<file path="config.mk">
export PLATFORM = sky130hd
export DESIGN_NAME = legacy_adapter_mode_regs
export DESIGN_NICKNAME = d
export VERILOG_FILES = /design/src/rtl/legacy_adapter_pkg.sv /design/src/rtl/mode_regs_if.sv /design/src/rtl/legacy_adapter_mode_regs.sv /design/src/rtl/mono_mode_decode.sv /design/src/rtl/color_mode_decode.sv
export VERILOG_INCLUDE_DIRS = /design/src /design/src/rtl
export SDC_FILE = /design/constraint.sdc
export NUM_CORES = 1
export LEC_CHECK = 0
export BUFFER_PORTS_ARGS = -buffer_cell sky130_fd_sc_hd__clkbuf_2
export CELL_PAD_IN_SITES_DETAIL_PLACEMENT = 1
export CELL_PAD_IN_SITES_GLOBAL_PLACEMENT = 1
export CORE_ASPECT_RATIO = 0.9
export CORE_MARGIN = 4
export CORE_UTILIZATION = 40
export CTS_CLUSTER_DIAMETER = 80
export DETAILED_ROUTE_END_ITERATION = 8
export PLACE_DENSITY = 0.86
export SYNTH_ARGS = -nofsm -noshare
export SYNTH_HDL_FRONTEND = slang
export SYNTH_SLANG_ARGS = --single-unit
</file>
<file path="constraint.sdc">
create_clock -name core_clk -period 2.46 [get_ports core_clk]
set_input_delay 0.492 -clock core_clk [delete_from_list [all_inputs] [get_ports core_clk]]
set_output_delay 0.492 -clock core_clk [all_outputs]
set_load 0.005 [all_outputs]
</file>
<file path="src/rtl/legacy_adapter_params.svh">
`ifndef LEGACY_ADAPTER_PARAMS_SVH
`define LEGACY_ADAPTER_PARAMS_SVH
// I/O port addresses
`define PORT_MONO_MODE_CONTROL 16'h03b8
`define PORT_MONO_GRAPHICS_MODE 16'h03bf
`define PORT_COLOR_ADAPTER_MODE 16'h03d8
`define PORT_COLOR_SELECT 16'h03d9
// Reset values
`define RST_BYTE 8'h00
`define RST_GFX 2'h0
// Mono mode-control fields
`define MC_HIRES 0
`define MC_GFX_EN 1
`define MC_VIDEO 3
`define MC_BLINK 5
`define MC_PAGE 7
// Mono graphics-mode fields
`define GM_GFX 0
`define GM_UPPER 1
// Colour mode fields
`define CM_80COL 0
`define CM_GFX320 1
`define CM_COLOR 2
`define CM_VIDEO 3
`define CM_GFX640 4
`define CM_BLINK 5
// Colour select fields
`define CS_BLUE 0
`define CS_GREEN 1
`define CS_RED 2
`define CS_INTENS 3
`define CS_ALT 4
`define CS_PALETTE 5
`endif

</file>
<file path="src/rtl/legacy_adapter_pkg.sv">
package legacy_adapter_pkg;
  // Picture format chosen by the colour mode register
  typedef enum logic [1:0] {FMT_TEXT, FMT_GFX320, FMT_GFX640} video_fmt_t;
  // Colour nibble ordered intensity, red, green, blue
  typedef logic [3:0] rgbi_t;
  typedef logic [7:0] reg_byte_t;
endpackage

</file>
<file path="src/rtl/mode_regs_if.sv">
`timescale 1ns/1ns
interface mode_regs_if;
  import legacy_adapter_pkg::*;
  reg_byte_t mono_mc;
  logic [1:0] mono_gm;
  reg_byte_t color_mode;
  reg_byte_t color_sel;
  logic crtc_emul;
  logic mono_gfx;
  logic mono_upper;
  logic mono_page_b800;
  video_fmt_t fmt;
  rgbi_t border;
  rgbi_t background;
  rgbi_t foreground;
  logic alt_set;
  logic alpha_bg;
  logic palette;
  modport regs (output mono_mc, mono_gm, color_mode, color_sel, crtc_emul,
    input mono_gfx, mono_upper, mono_page_b800, fmt, border, background, foreground,
    alt_set, alpha_bg, palette);
  modport mono (input mono_mc, mono_gm, crtc_emul,
    output mono_gfx, mono_upper, mono_page_b800);
  modport color (input color_mode, color_sel,
    output fmt, border, background, foreground, alt_set, alpha_bg, palette);
endinterface

</file>
<file path="src/rtl/legacy_adapter_mode_regs.sv">
`timescale 1ns/1ns
`include "legacy_adapter_params.svh"
module legacy_adapter_mode_regs (
  input wire logic core_clk, // 100 MHz clock
  input wire logic resetn, // Async reset, active low
  input wire logic [15:0] io_addr, // I/O port address
  input wire logic [7:0] io_wdata, // I/O write data
  input wire logic io_wr, // I/O write strobe, one cycle
  input wire logic io_rd, // I/O read strobe, one cycle
  output logic [7:0] io_rdata, // Read data, always zero
  output logic io_rd_claim, // Never claims a read
  input wire logic crtc_emul, // Legacy controller emulation active
  output logic mono_hires, // High resolution enabled
  output logic mono_video_en, // Mono video enabled
  output logic mono_blink_en, // Mono character blink
  output logic mono_gfx, // Mono graphics display
  output logic mono_upper_page, // Upper page accessible
  output logic mono_page_b800, // Display base at B800
  output logic color_blink_en, // Colour blink enabled
  output logic color_video_en, // Colour video enabled
  output logic color_en, // Colour rather than monochrome
  output logic text_80col, // 80 columns rather than 40
  output legacy_adapter_pkg::video_fmt_t color_fmt, // Picture format
  output legacy_adapter_pkg::rgbi_t border_rgbi, // Border colour
  output legacy_adapter_pkg::rgbi_t background_rgbi, // Background colour
  output legacy_adapter_pkg::rgbi_t foreground_rgbi, // 640 mode foreground
  output logic palette_sel, // 320 mode palette choice
  output logic alt_color_set, // Alternate set in graphics
  output logic alpha_bg_sel // Background bit in alpha mode
);
  import legacy_adapter_pkg::*;

  mode_regs_if rif ();

  reg_byte_t mono_mc_q;
  logic [1:0] mono_gm_q;
  reg_byte_t color_mode_q;
  reg_byte_t color_sel_q;
  logic wr_mc;
  logic wr_gm;
  logic wr_cm;
  logic wr_cs;

  // Exact 16-bit match; no aliasing of the legacy ports
  function automatic logic port_hit(input logic [15:0] addr, input logic [15:0] port);
    port_hit = (addr == port);
  endfunction

  // Write strobes per port
  assign wr_mc = io_wr & port_hit(io_addr, `PORT_MONO_MODE_CONTROL);
  assign wr_gm = io_wr & port_hit(io_addr, `PORT_MONO_GRAPHICS_MODE);
  assign wr_cm = io_wr & port_hit(io_addr, `PORT_COLOR_ADAPTER_MODE);
  assign wr_cs = io_wr & port_hit(io_addr, `PORT_COLOR_SELECT);

  // Mono mode-control register
  always_ff @(posedge core_clk or negedge resetn)
  begin
    if (!resetn)
      mono_mc_q <= `RST_BYTE;
    else if (wr_mc)
      mono_mc_q <= io_wdata;
  end

  // Registers change only when their own port is written
  AST_MC_STORE: assert property (@(posedge core_clk) disable iff (!resetn)
    wr_mc |=> (mono_mc_q == $past(io_wdata)))
    else $error("mode control byte not stored");

  AST_MC_HOLD: assert property (@(posedge core_clk) disable iff (!resetn)
    !wr_mc |=> $stable(mono_mc_q))
    else $error("mode control changed without a write");

  // Mono graphics-mode register; only two bits exist
  always_ff @(posedge core_clk or negedge resetn)
  begin
    if (!resetn)
      mono_gm_q <= `RST_GFX;
    else if (wr_gm)
      mono_gm_q <= io_wdata[1:0] & {2{mono_mc_q[`MC_GFX_EN]}};
  end

  AST_GM_HOLD: assert property (@(posedge core_clk) disable iff (!resetn)
    !wr_gm |=> $stable(mono_gm_q))
    else $error("graphics mode changed without a write");

  // Colour adapter mode register
  always_ff @(posedge core_clk or negedge resetn)
  begin
    if (!resetn)
      color_mode_q <= `RST_BYTE;
    else if (wr_cm)
      color_mode_q <= io_wdata;
  end

  AST_CM_STORE: assert property (@(posedge core_clk) disable iff (!resetn)
    wr_cm |=> (color_mode_q == $past(io_wdata)))
    else $error("colour mode byte not stored");

  AST_CM_HOLD: assert property (@(posedge core_clk) disable iff (!resetn)
    !wr_cm |=> $stable(color_mode_q))
    else $error("colour mode changed without a write");

  // Colour select register
  always_ff @(posedge core_clk or negedge resetn)
  begin
    if (!resetn)
      color_sel_q <= `RST_BYTE;
    else if (wr_cs)
      color_sel_q <= io_wdata;
  end

  AST_CS_STORE: assert property (@(posedge core_clk) disable iff (!resetn)
    wr_cs |=> (color_sel_q == $past(io_wdata)))
    else $error("colour select byte not stored");

  AST_CS_HOLD: assert property (@(posedge core_clk) disable iff (!resetn)
    !wr_cs |=> $stable(color_sel_q))
    else $error("colour select changed without a write");

  // Hand register contents to the decoders
  assign rif.mono_mc = mono_mc_q;
  assign rif.mono_gm = mono_gm_q;
  assign rif.color_mode = color_mode_q;
  assign rif.color_sel = color_sel_q;
  assign rif.crtc_emul = crtc_emul;

  mono_mode_decode u_mono (
    .rif(rif.mono)
  );

  color_mode_decode u_color (
    .rif(rif.color)
  );

  // Mono outputs, one cycle behind the register
  always_ff @(posedge core_clk or negedge resetn)
  begin
    if (!resetn)
    begin
      mono_hires <= 1'b0;
      mono_video_en <= 1'b0;
      mono_blink_en <= 1'b0;
      mono_gfx <= 1'b0;
      mono_upper_page <= 1'b0;
      mono_page_b800 <= 1'b0;
    end
    else
    begin
      mono_hires <= mono_mc_q[`MC_HIRES];
      mono_video_en <= mono_mc_q[`MC_VIDEO];
      mono_blink_en <= mono_mc_q[`MC_BLINK];
      mono_gfx <= rif.mono_gfx;
      mono_upper_page <= rif.mono_upper;
      mono_page_b800 <= rif.mono_page_b800;
    end
  end

  // Colour mode outputs
  always_ff @(posedge core_clk or negedge resetn)
  begin
    if (!resetn)
    begin
      color_blink_en <= 1'b0;
      color_video_en <= 1'b0;
      color_en <= 1'b0;
      text_80col <= 1'b0;
      color_fmt <= FMT_TEXT;
    end
    else
    begin
      color_blink_en <= color_mode_q[`CM_BLINK];
      color_video_en <= color_mode_q[`CM_VIDEO];
      color_en <= color_mode_q[`CM_COLOR];
      text_80col <= color_mode_q[`CM_80COL];
      color_fmt <= rif.fmt;
    end
  end

  // Colour select outputs
  always_ff @(posedge core_clk or negedge resetn)
  begin
    if (!resetn)
    begin
      border_rgbi <= 4'h0;
      background_rgbi <= 4'h0;
      foreground_rgbi <= 4'h0;
      palette_sel <= 1'b0;
      alt_color_set <= 1'b0;
      alpha_bg_sel <= 1'b0;
    end
    else
    begin
      border_rgbi <= rif.border;
      background_rgbi <= rif.background;
      foreground_rgbi <= rif.foreground;
      palette_sel <= rif.palette;
      alt_color_set <= rif.alt_set;
      alpha_bg_sel <= rif.alpha_bg;
    end
  end

  // Write-only ports: reads are left for another agent to answer
  always_ff @(posedge core_clk or negedge resetn)
  begin
    if (!resetn)
      io_rdata <= 8'h00;
    else
      io_rdata <= 8'h00;
  end
  assign io_rd_claim = 1'b0;

  // Registered page select follows the written page bit
  AST_PAGE_SELECT: assert property (@(posedge core_clk) disable iff (!resetn)
    (mono_mc_q[`MC_GFX_EN] && mono_gm_q[`GM_GFX] && crtc_emul) |=>
      (mono_page_b800 == $past(mono_mc_q[`MC_PAGE])))
    else $error("page select does not follow mode bit 7");

  AST_PAGE_TEXT: assert property (@(posedge core_clk) disable iff (!resetn)
    !mono_mc_q[`MC_GFX_EN] |=> !mono_page_b800)
    else $error("page select active without graphics enable");

  AST_MONO_BLINK: assert property (@(posedge core_clk) disable iff (!resetn)
    wr_mc |=> ##1 (mono_blink_en == $past(io_wdata[`MC_BLINK], 2)))
    else $error("mono blink does not follow written bit");

  AST_GFX_BLOCKED: assert property (@(posedge core_clk) disable iff (!resetn)
    (wr_gm && !mono_mc_q[`MC_GFX_EN] && !wr_mc) |=> (mono_gm_q == 2'h0))
    else $error("graphics bits set while blocked");

  AST_GFX_ALLOWED: assert property (@(posedge core_clk) disable iff (!resetn)
    (wr_gm && mono_mc_q[`MC_GFX_EN]) |=> (mono_gm_q == $past(io_wdata[1:0])))
    else $error("graphics bits not stored while allowed");

  AST_FORCE_ALPHA: assert property (@(posedge core_clk) disable iff (!resetn)
    !mono_mc_q[`MC_GFX_EN] |=> (!mono_gfx && !mono_upper_page))
    else $error("alpha operation not forced");

  AST_HIRES: assert property (@(posedge core_clk) disable iff (!resetn)
    wr_mc |=> ##1 (mono_hires == $past(io_wdata[`MC_HIRES], 2)))
    else $error("high resolution does not follow bit 0");

  AST_EMUL_ONLY: assert property (@(posedge core_clk) disable iff (!resetn)
    !crtc_emul |=> (!mono_gfx && !mono_upper_page && !mono_page_b800))
    else $error("graphics register active outside emulation");

  AST_UPPER_PAGE: assert property (@(posedge core_clk) disable iff (!resetn)
    (crtc_emul && mono_mc_q[`MC_GFX_EN]) |=> (mono_upper_page == $past(mono_gm_q[`GM_UPPER])))
    else $error("upper page map wrong");

  AST_GFX_SELECT: assert property (@(posedge core_clk) disable iff (!resetn)
    (crtc_emul && mono_mc_q[`MC_GFX_EN]) |=> (mono_gfx == $past(mono_gm_q[`GM_GFX])))
    else $error("graphics select wrong");

  AST_HIGH_BITS_IGNORED: assert property (@(posedge core_clk) disable iff (!resetn)
    (wr_gm && mono_mc_q[`MC_GFX_EN] && (io_wdata[1:0] == 2'h0)) |=> (mono_gm_q == 2'h0))
    else $error("upper graphics bits had an effect");

  AST_COLOR_BLINK: assert property (@(posedge core_clk) disable iff (!resetn)
    wr_cm |=> ##1 (color_blink_en == $past(io_wdata[`CM_BLINK], 2)))
    else $error("colour blink does not follow bit 5");

  AST_FMT_640: assert property (@(posedge core_clk) disable iff (!resetn)
    color_mode_q[`CM_GFX640] |=> (color_fmt == FMT_GFX640))
    else $error("640 mode not selected");

  AST_VIDEO: assert property (@(posedge core_clk) disable iff (!resetn)
    $changed(color_mode_q[`CM_VIDEO]) |=> (color_video_en == $past(color_mode_q[`CM_VIDEO])))
    else $error("video enable does not follow bit 3");

  AST_COLOR_EN: assert property (@(posedge core_clk) disable iff (!resetn)
    wr_cm |=> ##1 (color_en == $past(io_wdata[`CM_COLOR], 2)))
    else $error("colour enable does not follow bit 2");

  AST_FMT_320: assert property (@(posedge core_clk) disable iff (!resetn)
    (color_mode_q[`CM_GFX320] && !color_mode_q[`CM_GFX640]) |=> (color_fmt == FMT_GFX320))
    else $error("320 mode not selected");

  AST_80COL: assert property (@(posedge core_clk) disable iff (!resetn)
    wr_cm |=> ##1 (text_80col == $past(io_wdata[`CM_80COL], 2)))
    else $error("column format wrong");

  AST_PALETTE: assert property (@(posedge core_clk) disable iff (!resetn)
    (rif.fmt == FMT_GFX320) |=> (palette_sel == $past(color_sel_q[`CS_PALETTE])))
    else $error("palette select wrong");

  AST_ALT_SET: assert property (@(posedge core_clk) disable iff (!resetn)
    (rif.fmt == FMT_TEXT) |=> (!alt_color_set && alpha_bg_sel == $past(color_sel_q[`CS_ALT])))
    else $error("alternate set or alpha background wrong");

  AST_BORDER_TEXT: assert property (@(posedge core_clk) disable iff (!resetn)
    (rif.fmt != FMT_GFX640) |=> (border_rgbi == $past(color_sel_q[3:0])))
    else $error("border colour wrong");

  AST_RED_FG: assert property (@(posedge core_clk) disable iff (!resetn)
    (rif.fmt == FMT_GFX640) |=>
      (foreground_rgbi[2] == ($past(color_sel_q[`CS_RED]) | $past(color_sel_q[`CS_INTENS]))))
    else $error("red foreground wrong");

  AST_GREEN_BG: assert property (@(posedge core_clk) disable iff (!resetn)
    (rif.fmt != FMT_TEXT) |=> (background_rgbi[1] == $past(color_sel_q[`CS_GREEN])))
    else $error("green background wrong");

  AST_BLUE: assert property (@(posedge core_clk) disable iff (!resetn)
    (rif.fmt == FMT_GFX640) |=> (foreground_rgbi[0] == $past(color_sel_q[`CS_BLUE])))
    else $error("blue foreground wrong");

  AST_NO_READ: assert property (@(posedge core_clk) disable iff (!resetn)
    io_rd |-> ##1 (io_rdata == 8'h00 && !io_rd_claim))
    else $error("write-only register returned data");

  // Page bit is ignored while alpha display is in force
  AST_OVERRIDE_PAGE: assert property (@(posedge core_clk) disable iff (!resetn)
    !mono_gm_q[`GM_GFX] |=> !mono_page_b800)
    else $error("page select active in alpha mode");

  // Decoded colour format and outputs, checked inside their format and quiet outside it
  AST_FMT_TEXT: assert property (@(posedge core_clk) disable iff (!resetn)
    (!color_mode_q[`CM_GFX640] && !color_mode_q[`CM_GFX320]) |=> (color_fmt == FMT_TEXT))
    else $error("text format not selected");

  AST_TEXT_NO_BG: assert property (@(posedge core_clk) disable iff (!resetn)
    (rif.fmt == FMT_TEXT) |=> (background_rgbi == 4'h0))
    else $error("background driven in text mode");

  AST_BG_320: assert property (@(posedge core_clk) disable iff (!resetn)
    (rif.fmt == FMT_GFX320) |=> (background_rgbi == $past(color_sel_q[3:0])))
    else $error("320 mode background wrong");

  AST_BORDER_640: assert property (@(posedge core_clk) disable iff (!resetn)
    (rif.fmt == FMT_GFX640) |=> (border_rgbi == 4'h0))
    else $error("border driven in 640 mode");

  AST_PALETTE_OFF: assert property (@(posedge core_clk) disable iff (!resetn)
    (rif.fmt != FMT_GFX320) |=> !palette_sel)
    else $error("palette select outside 320 mode");

  AST_ALT_GFX: assert property (@(posedge core_clk) disable iff (!resetn)
    (rif.fmt != FMT_TEXT) |=> (alt_color_set == $past(color_sel_q[`CS_ALT]) && !alpha_bg_sel))
    else $error("alternate set wrong in graphics");

  AST_FG_OFF: assert property (@(posedge core_clk) disable iff (!resetn)
    (rif.fmt != FMT_GFX640) |=> (foreground_rgbi == 4'h0))
    else $error("foreground driven outside 640 mode");

  AST_FG_640_UNUSED: assert property (@(posedge core_clk) disable iff (!resetn)
    (rif.fmt == FMT_GFX640) |=> (!foreground_rgbi[3] && !foreground_rgbi[1]))
    else $error("unused foreground bits set in 640 mode");
endmodule

</file>
<file path="src/rtl/mono_mode_decode.sv">
`timescale 1ns/1ns
`include "legacy_adapter_params.svh"
module mono_mode_decode (
  mode_regs_if.mono rif // Register view and mono decodes
);
  import legacy_adapter_pkg::*;
  logic [1:0] gm_eff;
  // Emulation gate and mode-control override on both graphics bits
  assign gm_eff = rif.crtc_emul ? (rif.mono_gm & {2{rif.mono_mc[`MC_GFX_EN]}}) : 2'h0;
  assign rif.mono_gfx = gm_eff[`GM_GFX];
  assign rif.mono_upper = gm_eff[`GM_UPPER];
  // Page bit only counts in graphics emulation
  assign rif.mono_page_b800 = gm_eff[`GM_GFX] & rif.mono_mc[`MC_PAGE];
endmodule

</file>
<file path="src/rtl/color_mode_decode.sv">
`timescale 1ns/1ns
`include "legacy_adapter_params.svh"
module color_mode_decode (
  mode_regs_if.color rif // Register view and colour decodes
);
  import legacy_adapter_pkg::*;
  logic [7:0] cs;
  assign cs = rif.color_sel;
  // 640 mode wins over 320 when software sets both
  always_comb
  begin
    if (rif.color_mode[`CM_GFX640])
      rif.fmt = FMT_GFX640;
    else if (rif.color_mode[`CM_GFX320])
      rif.fmt = FMT_GFX320;
    else
      rif.fmt = FMT_TEXT;
  end
  // Border in text and 320, background green only in 640
  always_comb
  begin
    rif.border = 4'h0;
    rif.background = 4'h0;
    rif.foreground = 4'h0;
    unique case (rif.fmt)
      FMT_TEXT: rif.border = cs[3:0];
      FMT_GFX320:
      begin
        rif.border = cs[3:0];
        rif.background = cs[3:0];
      end
      FMT_GFX640:
      begin
        rif.background = {2'h0, cs[`CS_GREEN], 1'b0};
        rif.foreground = {1'b0, cs[`CS_INTENS] | cs[`CS_RED], 1'b0, cs[`CS_BLUE]};
      end
      default: rif.border = 4'h0;
    endcase
  end
  assign rif.alt_set = (rif.fmt != FMT_TEXT) & cs[`CS_ALT];
  assign rif.alpha_bg = (rif.fmt == FMT_TEXT) & cs[`CS_ALT];
  assign rif.palette = (rif.fmt == FMT_GFX320) & cs[`CS_PALETTE];
endmodule

</file>
* Word level (Yosys, flattened, before mapping)
Cells that the tools add are included.
** Operators by class
- $add $sub $neg :: 0
- Multiply operators :: 0
- Divide/modulo/power cells :: 0
- $lt $le $gt $ge :: 0
- Equal/unequal tests :: 6
- Shift operators :: 0
- Muxes and demuxes :: 6
- Bitwise operators :: 11
- Reductions and logical operators :: 3
** Operator list (count)
- 16-bit by 10-bit equality test with 1-bit output (second input constant) :: 4
- 1-bit bitwise AND :: 8
- 4-bit case mux with 2 select lines :: 1
- 2-bit bitwise AND :: 2
- 2-bit 2-to-1 mux :: 2
- 4-bit 2-to-1 mux :: 1
- 3-bit 2-to-1 mux :: 1
- 2-bit by 1-bit equality test with 1-bit output (second input constant) :: 1
- 2-bit equality test (second input constant) :: 1
- 2-bit logical NOT :: 1
- 2-bit nonzero test :: 1
- 2-bit OR reduction :: 1
- 1-bit 2-to-1 mux :: 1
- 1-bit bitwise OR :: 1
** Word-level totals
- Register bits :: 49
- Latch bits :: 0
- Memory bits (writable) :: 0
- Memory bits (read-only) :: 0
- Input bits :: 29
- Memories :: 0

* Depth between registers and ports, before layout
Gate-level depths: netlist of run 1.
- Depth in word-level cells :: 5
- Gate-level depth with buffers :: 5

* By module
Synthesis of run 1 repeated with hierarchy kept, for this count alone.
** Unflattened totals
- Cell total of the unflattened synthesis :: 129
- Area, all modules :: 1999.4 um2
** Modules (own cells, without submodules)
- legacy_adapter_mode_regs :: times used 1, cells an instance 107, area each 1830.5 um2, seq. area each 1326.3 um2
- color_mode_decode :: times used 1, cells an instance 19, area each 145.1 um2, seq. area each 0.0 um2
- mono_mode_decode :: times used 1, cells an instance 3, area each 23.8 um2, seq. area each 0.0 um2

* Least setup slack after synthesis of run 1
No wires, ideal clock.
- Kind :: input -> register
- Start :: in io_addr[13]
- End :: reg color_sel_q[0]
- Library setup time :: 0.125 ns
- Data arrival time :: 1.485 ns
- Data required time :: 2.335 ns
- Path slack :: 0.850 ns
- Stages on the path :: 4
- Path buffers :: 1
- Cell sequence :: nor4_4 -> and4_1 -> buf_6 -> mux2_4
** On the way
- Word-level cells in the longest chain between the ends :: 2
** Ends and longest elaborated chain
- start, declared :: RTL line legacy_adapter_mode_regs.sv:6 : input wire logic [15:0] io_addr,
- 16-bit by 10-bit equality test with 1-bit output :: RTL line legacy_adapter_mode_regs.sv:46 : port_hit = (addr == port);
- 1-bit bitwise AND :: RTL line legacy_adapter_mode_regs.sv:53 : assign wr_cs = io_wr & port_hit(io_addr, `PORT_COLOR_SELECT);
- end signal, assigned :: RTL line legacy_adapter_mode_regs.sv:107 : color_sel_q <= `RST_BYTE;
- end signal, assigned :: RTL line legacy_adapter_mode_regs.sv:109 : color_sel_q <= io_wdata;
- end, declared :: RTL line legacy_adapter_mode_regs.sv:38 : reg_byte_t color_sel_q;
No other way between the ends.
A chain may end at the register's enable or synchronous reset.

* Final worst setup path of run 1
- Start :: in io_wr
- End :: reg color_sel_q[4]
** On the way
- Word-level cells in the longest chain between the ends :: 1
** Ends and longest elaborated chain
- start, declared :: RTL line legacy_adapter_mode_regs.sv:8 : input wire logic io_wr,
- 1-bit bitwise AND :: RTL line legacy_adapter_mode_regs.sv:53
No other way between the ends.

==> results of run 1 <==
-- cell type report --
cell class                      instances  area (µm²)  area share, %
Timing Repair Buffer                   51         255           12.3
Sequential cell                        44        1100           52.9
Clock buffer                            7        96.3           4.63
Tap cell                               48        60.1           2.89
Clock inverter                          1        30.0           1.44
Multi-Input combinational cell         64         531           25.5
Inverter                                2        7.51          0.361
-- stage by stage --
step                hold WS [ps]  cells  util [%]
finish                       373    217      51.1
global placement             354    209      48.0
detailed placement           362    209      48.0
global route                 394    217      51.1
floorplan                    196    122         -
CTS                          380    217      51.1
-- synth_stat cells, drive strengths merged --
cell type | instances | area, µm²
nand3 | 1 | 5.00
inv | 2 | 7.51
mux2 | 17 | 214
and3 | 2 | 12.5
conb | 1 | 3.75
dfrtp | 44 | 1100
o21a | 1 | 7.51
nor2b | 9 | 56.3
nand4 | 3 | 31.3
nor4b | 1 | 8.76
nand2 | 3 | 11.3
and2 | 7 | 43.8
nor4 | 2 | 42.5
buf | 12 | 93.8
nor2 | 2 | 7.51
and4 | 2 | 18.8
nor3 | 1 | 10.0
mux2i | 2 | 20.0
-- layer usage --
metal | track usage (%) | up-vias | wire length (µm) | part of all wire, %
met5 | 0 | - | 0 | 0
met4 | 6.64 | 0 | 75 | 2.4
met2 | 21.0 | 52 | 1520 | 48
met3 | 4.68 | 5 | 229 | 7.2
met1 | 15.8 | 489 | 1350 | 43
li1 | - | 467 | - | -
-- cell families after synthesis --
| logic type | after synthesis |
|---|---|
| AO/OA/AOI/OAI | 1 |
| buffers and inverters | 14 |
| flip-flops | 44 |
| multiplexers | 19 |
| other | 1 |
| AND/OR/NAND/NOR | 33 |
-- worst max-delay path by stage --
stage	end	slack (ps)	cells past startpoint
floorplan	color_sel_q[0]$_DFFE_PN0P_	850	4
global placement	color_sel_q[2]$_DFFE_PN0P_	530	4
detailed placement	color_sel_q[4]$_DFFE_PN0P_	520	4
CTS	color_sel_q[4]$_DFFE_PN0P_	840	4
global route	color_sel_q[4]$_DFFE_PN0P_	690	5
finish	color_sel_q[4]$_DFFE_PN0P_	830	5
-- state kept, by name, indices dropped and copies added, names as in the netlist --
signal,cells
palette_sel,1
mono_gm_q,2
foreground_rgbi,2
alpha_bg_sel,1
text_80col,1
mono_hires,1
color_fmt,2
border_rgbi,4
mono_video_en,1
background_rgbi,4
mono_gfx,1
mono_upper_page,1
alt_color_set,1
color_video_en,1
color_en,1
color_sel_q,6
color_mode_q,6
mono_page_b800,1
mono_blink_en,1
mono_mc_q,5
color_blink_en,1
-- report_power, final --
part | leakage (nW) | total (W) | switching [W] | internal (W)
clock | 0.0645 | 0.000592 | 0.000234 | 0.000358
combinational | 0.484 | 0.0000531 | 0.0000347 | 0.0000184
sequential | 0.605 | 0.000723 | 0.000000111 | 0.000723
==> impl_metrics.csv, run 1 <==
group,metric,value,unit
clocking,cts-root-buf,"clkbuf_8",
yosys,synth.area.mux_share,13.8,%
placement,place_ws,520,ps
placement,gp_congestion,0.729,
clocking,tritoncts,"yes",
placement,port-buffer-count,51,
detailed_routing,vias,1013,
sta,relSlewSlack,29.8,%
sta,worst_slack,826,ps
worst_setup_path,cp-startpoint,"io_wr",
die,initial_core_util,41.6,%
yosys,synth_seq_area_share,64.9,%
worst_setup_path,cp_num_buf_inv,1,
die,ioPinCount,65,
detailed_routing,drc,0,
worst_setup_path,critPathKind,"in -> reg",
layout,layout_common_cells,"51 x clkbuf_2, 44 x dfrtp_1, 11 x mux2_2, 11 x conb_1, 9 x nor2b_1",
hold_path,min_path_type,"in -> async",
global_routing,track_usage,13.2,%
worst_setup_path,cp-end-kind,"flip-flop",
layout,layout.nets,197,
outcome,status,"finished, final reports clean",
clocking,post_cts_buffers,0,
detailed_routing,drt.antenna.violating_nets,0,
yosys,synth_fa_ha_area_share,0,%
layout,nFillCells,439,
die,dieHeight,69.8,µm
layout,area_growth,22.7,%
worst_setup_path,crit_family,"simple AND/OR/NAND/NOR gates",
layout,final_common_cell,"clkbuf_2",
yosys,syn_area,1700,µm²
yosys,synthDistinctLibCells,22,
worst_setup_path,r2r-start,"color_mode_q[4]$_DFFE_PN0P_",
global_routing,grt_pass1_vias,1122,
global_routing,grt_pass1_wl,5420,µm
detailed_routing,wl_per_cell,14.6,µm
yosys,synth-xor-area-share,0,%
pwr,pwr_density_cell,658,nW/µm²
clocking,clk_pin_slew,80,ps
yosys,avgSynthCellArea,15.1,µm²
sta,tightest_slew,1050,ps
yosys,synth_top_family_by_area,"simple AND/OR/NAND/NOR gates",
detailed_routing,first_pass_iters,3,
placement,hpwl,2420,µm
worst_setup_path,r2r_end,"background_rgbi[0]$_DFF_PN0_",
global_routing,grt_max_degree,45,
worst_setup_path,r2r_cells,2,
die,dieArea,5350,µm²
worst_setup_path,reg2reg_slack,1430,ps
sta,rsz0062_at_grt,"false",
sta,hold_viol,0,
job,cap_violations,0,
pwr,p_leak,1.15,nW
clocking,clockBufferDepth,2,
sta,fin_crit_sh,66.4,%
layout,n_antenna_cell,0,
sta,fin_worst_skew,2.91,ps
clocking,cts_made_buffers,5,
layout,drive_gt1_share,48.5,%
worst_setup_path,crit_fanout,6,
clocking,htreeDepth,2,
detailed_routing,drt_iter0_drc,34,
sta,max_freq,612,MHz
clocking,cts_resized,0,
sta,min_period,1630,ps
clocking,clock_sinks,44,
global_routing,grt_remaining_overflow,0,
worst_setup_path,cp-start-kind,"input port",
detailed_routing,avgViaCountPerCell,4.67,
worst_setup_path,worst-endpoint-arrival,1820,ps
sta,drv_slew,0,
worst_setup_path,cp.required,2640,ps
layout,design_area,2080,µm²
die,fp.dieW,76.6,µm
worst_setup_path,path_cells,"clkbuf_2 > nand2_1 > nor4b_1 > and4_1 > mux2_4",
global_routing,antenna_found_initial,0,
die,rows,22,
die,core,4070,µm²
yosys,synth_warnings,0,
worst_setup_path,slowest_delay,510,ps
worst_setup_path,cp_slowest_cell,"and4_1",
pwr,power,0.00137,W
yosys,syn_inst,112,
yosys,ys_ff_latch,44,
sta,final-setup-viol-count,0,
placement,place_area,1950,µm²
sta,finalSetupTns,0,ps
detailed_routing,totalWireLength,3180,µm
clocking,ctsHoldBuffers,0,
pwr,peakVddDrop,0.262,mV
yosys,yosys.area_share.simple,14.6,%
clocking,insertion_delay,290,ps
yosys,synth-compound-area-share,0.443,%
No activity file was read; power rests on OpenSTA's default activity.
==> inputs of run 2 (changes only) <==
--- a/config.mk
+++ b/config.mk
@@ -6,15 +6,16 @@
 export SDC_FILE = /design/constraint.sdc
 export NUM_CORES = 1
 export LEC_CHECK = 0
+export ABC_AREA = 1
 export BUFFER_PORTS_ARGS = -buffer_cell sky130_fd_sc_hd__clkbuf_2
 export CELL_PAD_IN_SITES_DETAIL_PLACEMENT = 1
 export CELL_PAD_IN_SITES_GLOBAL_PLACEMENT = 1
 export CORE_ASPECT_RATIO = 0.9
 export CORE_MARGIN = 4
-export CORE_UTILIZATION = 40
+export CORE_UTILIZATION = 32
 export CTS_CLUSTER_DIAMETER = 80
 export DETAILED_ROUTE_END_ITERATION = 8
-export PLACE_DENSITY = 0.86
+export PLACE_DENSITY = 0.78
 export SYNTH_ARGS = -nofsm -noshare
 export SYNTH_HDL_FRONTEND = slang
 export SYNTH_SLANG_ARGS = --single-unit
==> constraint.sdc (replaced) <==
create_clock -name core_clk -period 1.4 [get_ports core_clk]
set_input_delay 0.28 -clock core_clk [delete_from_list [all_inputs] [get_ports core_clk]]
set_output_delay 0.28 -clock core_clk [all_outputs]
set_load 0.005 [all_outputs]
==> run 2 against run 1 <==
Critical path type is now reg -> out. Critical path depth decreased by 4. Via count increased by 36%. Utilization decreased by 9.3 points. Routed wire length increased by 23%. Non-clock buffer count increased by 10. Combinational power increased by 120%. Setup slack got worse by 500 ps. Register-to-register slack got worse by 930 ps. Cell area increased by 6.1%. Flip-flop and latch count unchanged. Largest power group unchanged.
==> impl_metrics.csv, run 2 <==
group,metric,value,unit
die,dieHeight,78.2,µm
worst_setup_path,cp.required,1120,ps
global_routing,busiest_layer,"met2",
clocking,clockBufferDepth,2,
yosys,synth-xor-area-share,0,%
yosys,synth_common_cells,"53 x nand2_1, 44 x dfrtp_1, 19 x nand4_1, 18 x nor2_1, 16 x inv_1",
layout,area_growth,25.9,%
sta,max_freq,933,MHz
sta,min_period,1070,ps
die,initial_core_util,33.2,%
yosys,syn_inst,180,
global_routing,grt_use_met1,15.1,%
worst_setup_path,path_cells,"clkbuf_2",
clocking,insertion_delay,290,ps
yosys,synthDistinctLibCells,16,
sta,final-setup-viol-count,0,
detailed_routing,drt.antenna.violating_nets,0,
worst_setup_path,critPathKind,"reg -> out",
sta,hold_slack,223,ps
worst_setup_path,crit_fanout,1,
pwr,p_leak,1.27,nW
clocking,clk_pin_slew,80,ps
die,core,5290,µm²
detailed_routing,totalWireLength,3910,µm
detailed_routing,wl_per_cell,12.6,µm
global_routing,grt_remaining_overflow,0,
worst_setup_path,cp_slowest_cell,"dfrtp_1",
clocking,cts_resized,0,
layout,n_antenna_cell,0,
worst_setup_path,cp-start-kind,"flip-flop",
yosys,synth_edf_count,0,
detailed_routing,drc,0,
pwr,pwr_density_cell,1050,nW/µm²
layout,layout.cells.non_filler,310,
pwr,peakVddDrop,0.602,mV
yosys,syn_area,1750,µm²
global_routing,grt_pass1_vias,1412,
global_routing,track_usage,12.5,%
placement,dp.cells,301,
worst_setup_path,crit_family,"flip-flops",
worst_setup_path,worst-endpoint-arrival,790,ps
layout,final_common_cell,"nand2_1",
die,dieArea,6730,µm²
clocking,tritoncts,"yes",
sta,fin_crit_sh,76.5,%
yosys,ys_top_cells_by_area,"dfrtp_1 63%, nand2_1 11%, nand4_1 6.8%, buf_4 6.0%, nor2_1 3.9%",
die,rows,25,
placement,place_ws,66.7,ps
hold_path,min_path_type,"in -> reg",
sta,rsz0062_at_grt,"false",
yosys,synth_flop_cell,"dfrtp_1",
worst_setup_path,cp_num_buf_inv,1,
sta,worst_slack,329,ps
layout,drive_gt1_share,30.0,%
global_routing,grt_max_degree,31,
yosys,synth_most_common_cell,"nand2_1",
layout,reg_top3,"color_mode_q x6, color_sel_q x6, mono_mc_q x5",
clocking,cts_made_buffers,5,
yosys,synth-compound-area-share,0.285,%
yosys,synth_seq_area_share,62.8,%
global_routing,met3_usage,3.25,%
global_routing,grt_pass1_wl,6620,µm
outcome,status,"finished, final reports clean",
worst_setup_path,cp-end-kind,"output pin",
yosys,synth_warnings,0,
detailed_routing,first_pass_iters,4,
yosys,ys_ff_latch,44,
global_routing,met2_usage,21.0,%
worst_setup_path,slowest_delay,380,ps
yosys,avgSynthCellArea,9.75,µm²
sta,fin_worst_skew,4.91,ps
layout,layout_common_cells,"53 x nand2_1, 51 x clkbuf_2, 44 x dfrtp_1",
sta,drv_slew,0,
die,fp.dieW,86.0,µm
detailed_routing,drt_iter0_drc,60,
yosys,synth.area.mux_share,0,%
clocking,clock_sinks,44,
yosys,yosys.area_share.simple,26.5,%
yosys,synth_top_family_by_area,"simple AND/OR/NAND/NOR gates",
placement,port-buffer-count,51,
yosys,synth_top_cell_area_share,62.8,%
placement,gp_congestion,0.774,
detailed_routing,avgViaCountPerCell,4.44,
yosys,synth_fa_ha_area_share,0,%
global_routing,antenna_found_initial,0,
die,ioPinCount,65,
clocking,htreeDepth,2,
sta,hold_viol,0,
detailed_routing,vias,1375,
placement,hpwl,3060,µm
yosys,async_flop_share,100,%
yosys,yosysTopAreaCell,"dfrtp_1",
sta,finalSetupTns,0,ps
clocking,post_cts_buffers,0,
pwr,power,0.00232,W
clocking,cts-root-buf,"clkbuf_8",
job,cap_violations,0,
layout,layout.nets,271,
-- run 2: area by class of cell --
cell class                      instances  area (µm²)
Clock inverter                          2        35.0
Fill cell                             661        3080
Tap cell                               67        83.8
Multi-Input combinational cell        114         510
Timing Repair Buffer                   61         345
Inverter                               16        60.1
Sequential cell                        44        1100
Clock buffer                            6        72.6
-- run 2: worst paths after layout --
check,to,slack (ps),start,depth (start not counted)
max,mono_gfx,330,mono_gfx$_DFF_PN0_,1
min,mono_upper_page$_DFF_PN0_,220,crtc_emul,3
min reg2reg,mono_video_en$_DFF_PN0_,380,mono_mc_q[3]$_DFFE_PN0P_,0
max reg2reg,alpha_bg_sel$_DFF_PN0_,500,color_mode_q[4]$_DFFE_PN0P_,2
max in group asynchronous,text_80col$_DFF_PN0_,460,resetn,3
min in group asynchronous,mono_gm_q[0]$_DFFE_PN0P_,450,resetn,2
-- run 2: what timing repair did --
item / CTS / global route
endpoints found under the hold margin: 14 / 0
hold buffers: 1 / 0
endpoints found under the setup margin: 0 / 0
-- run 2: cell families (layout without fill, tap and decap cells) --
kind of cell,count (synthesis),after routing
compound gates,1,1
buf+inv,32,85
flops,44,44
other cells,1,11
simple gates,102,102
-- run 2: stage by stage --
step | cell area (µm²) | utilization (%)
after floorplan | 1790 | -
after global placement | 2090 | 39.6
after detailed placement | 2090 | 39.6
after CTS | 2210 | 41.8
after global routing | 2210 | 41.8
final | 2210 | 41.8
-- run 2: power breakdown --
part / internal (W) / switching [W] / total [W] / leakage (nW)
Clock: 0.000529 / 0.000407 / 0.000937 / 0.0552
Combinational: 0.0000438 / 0.0000713 / 0.000115 / 0.604
Sequential: 0.00127 / 0.000000164 / 0.00127 / 0.615
Total: 0.00184 / 0.000479 / 0.00232 / 1.27
-- run 2: per-layer routing --
metal,up-vias,routed length (µm)
li1,674,-
met1,647,1650
met2,48,1890
met3,6,296
met4,0,75
met5,-,0
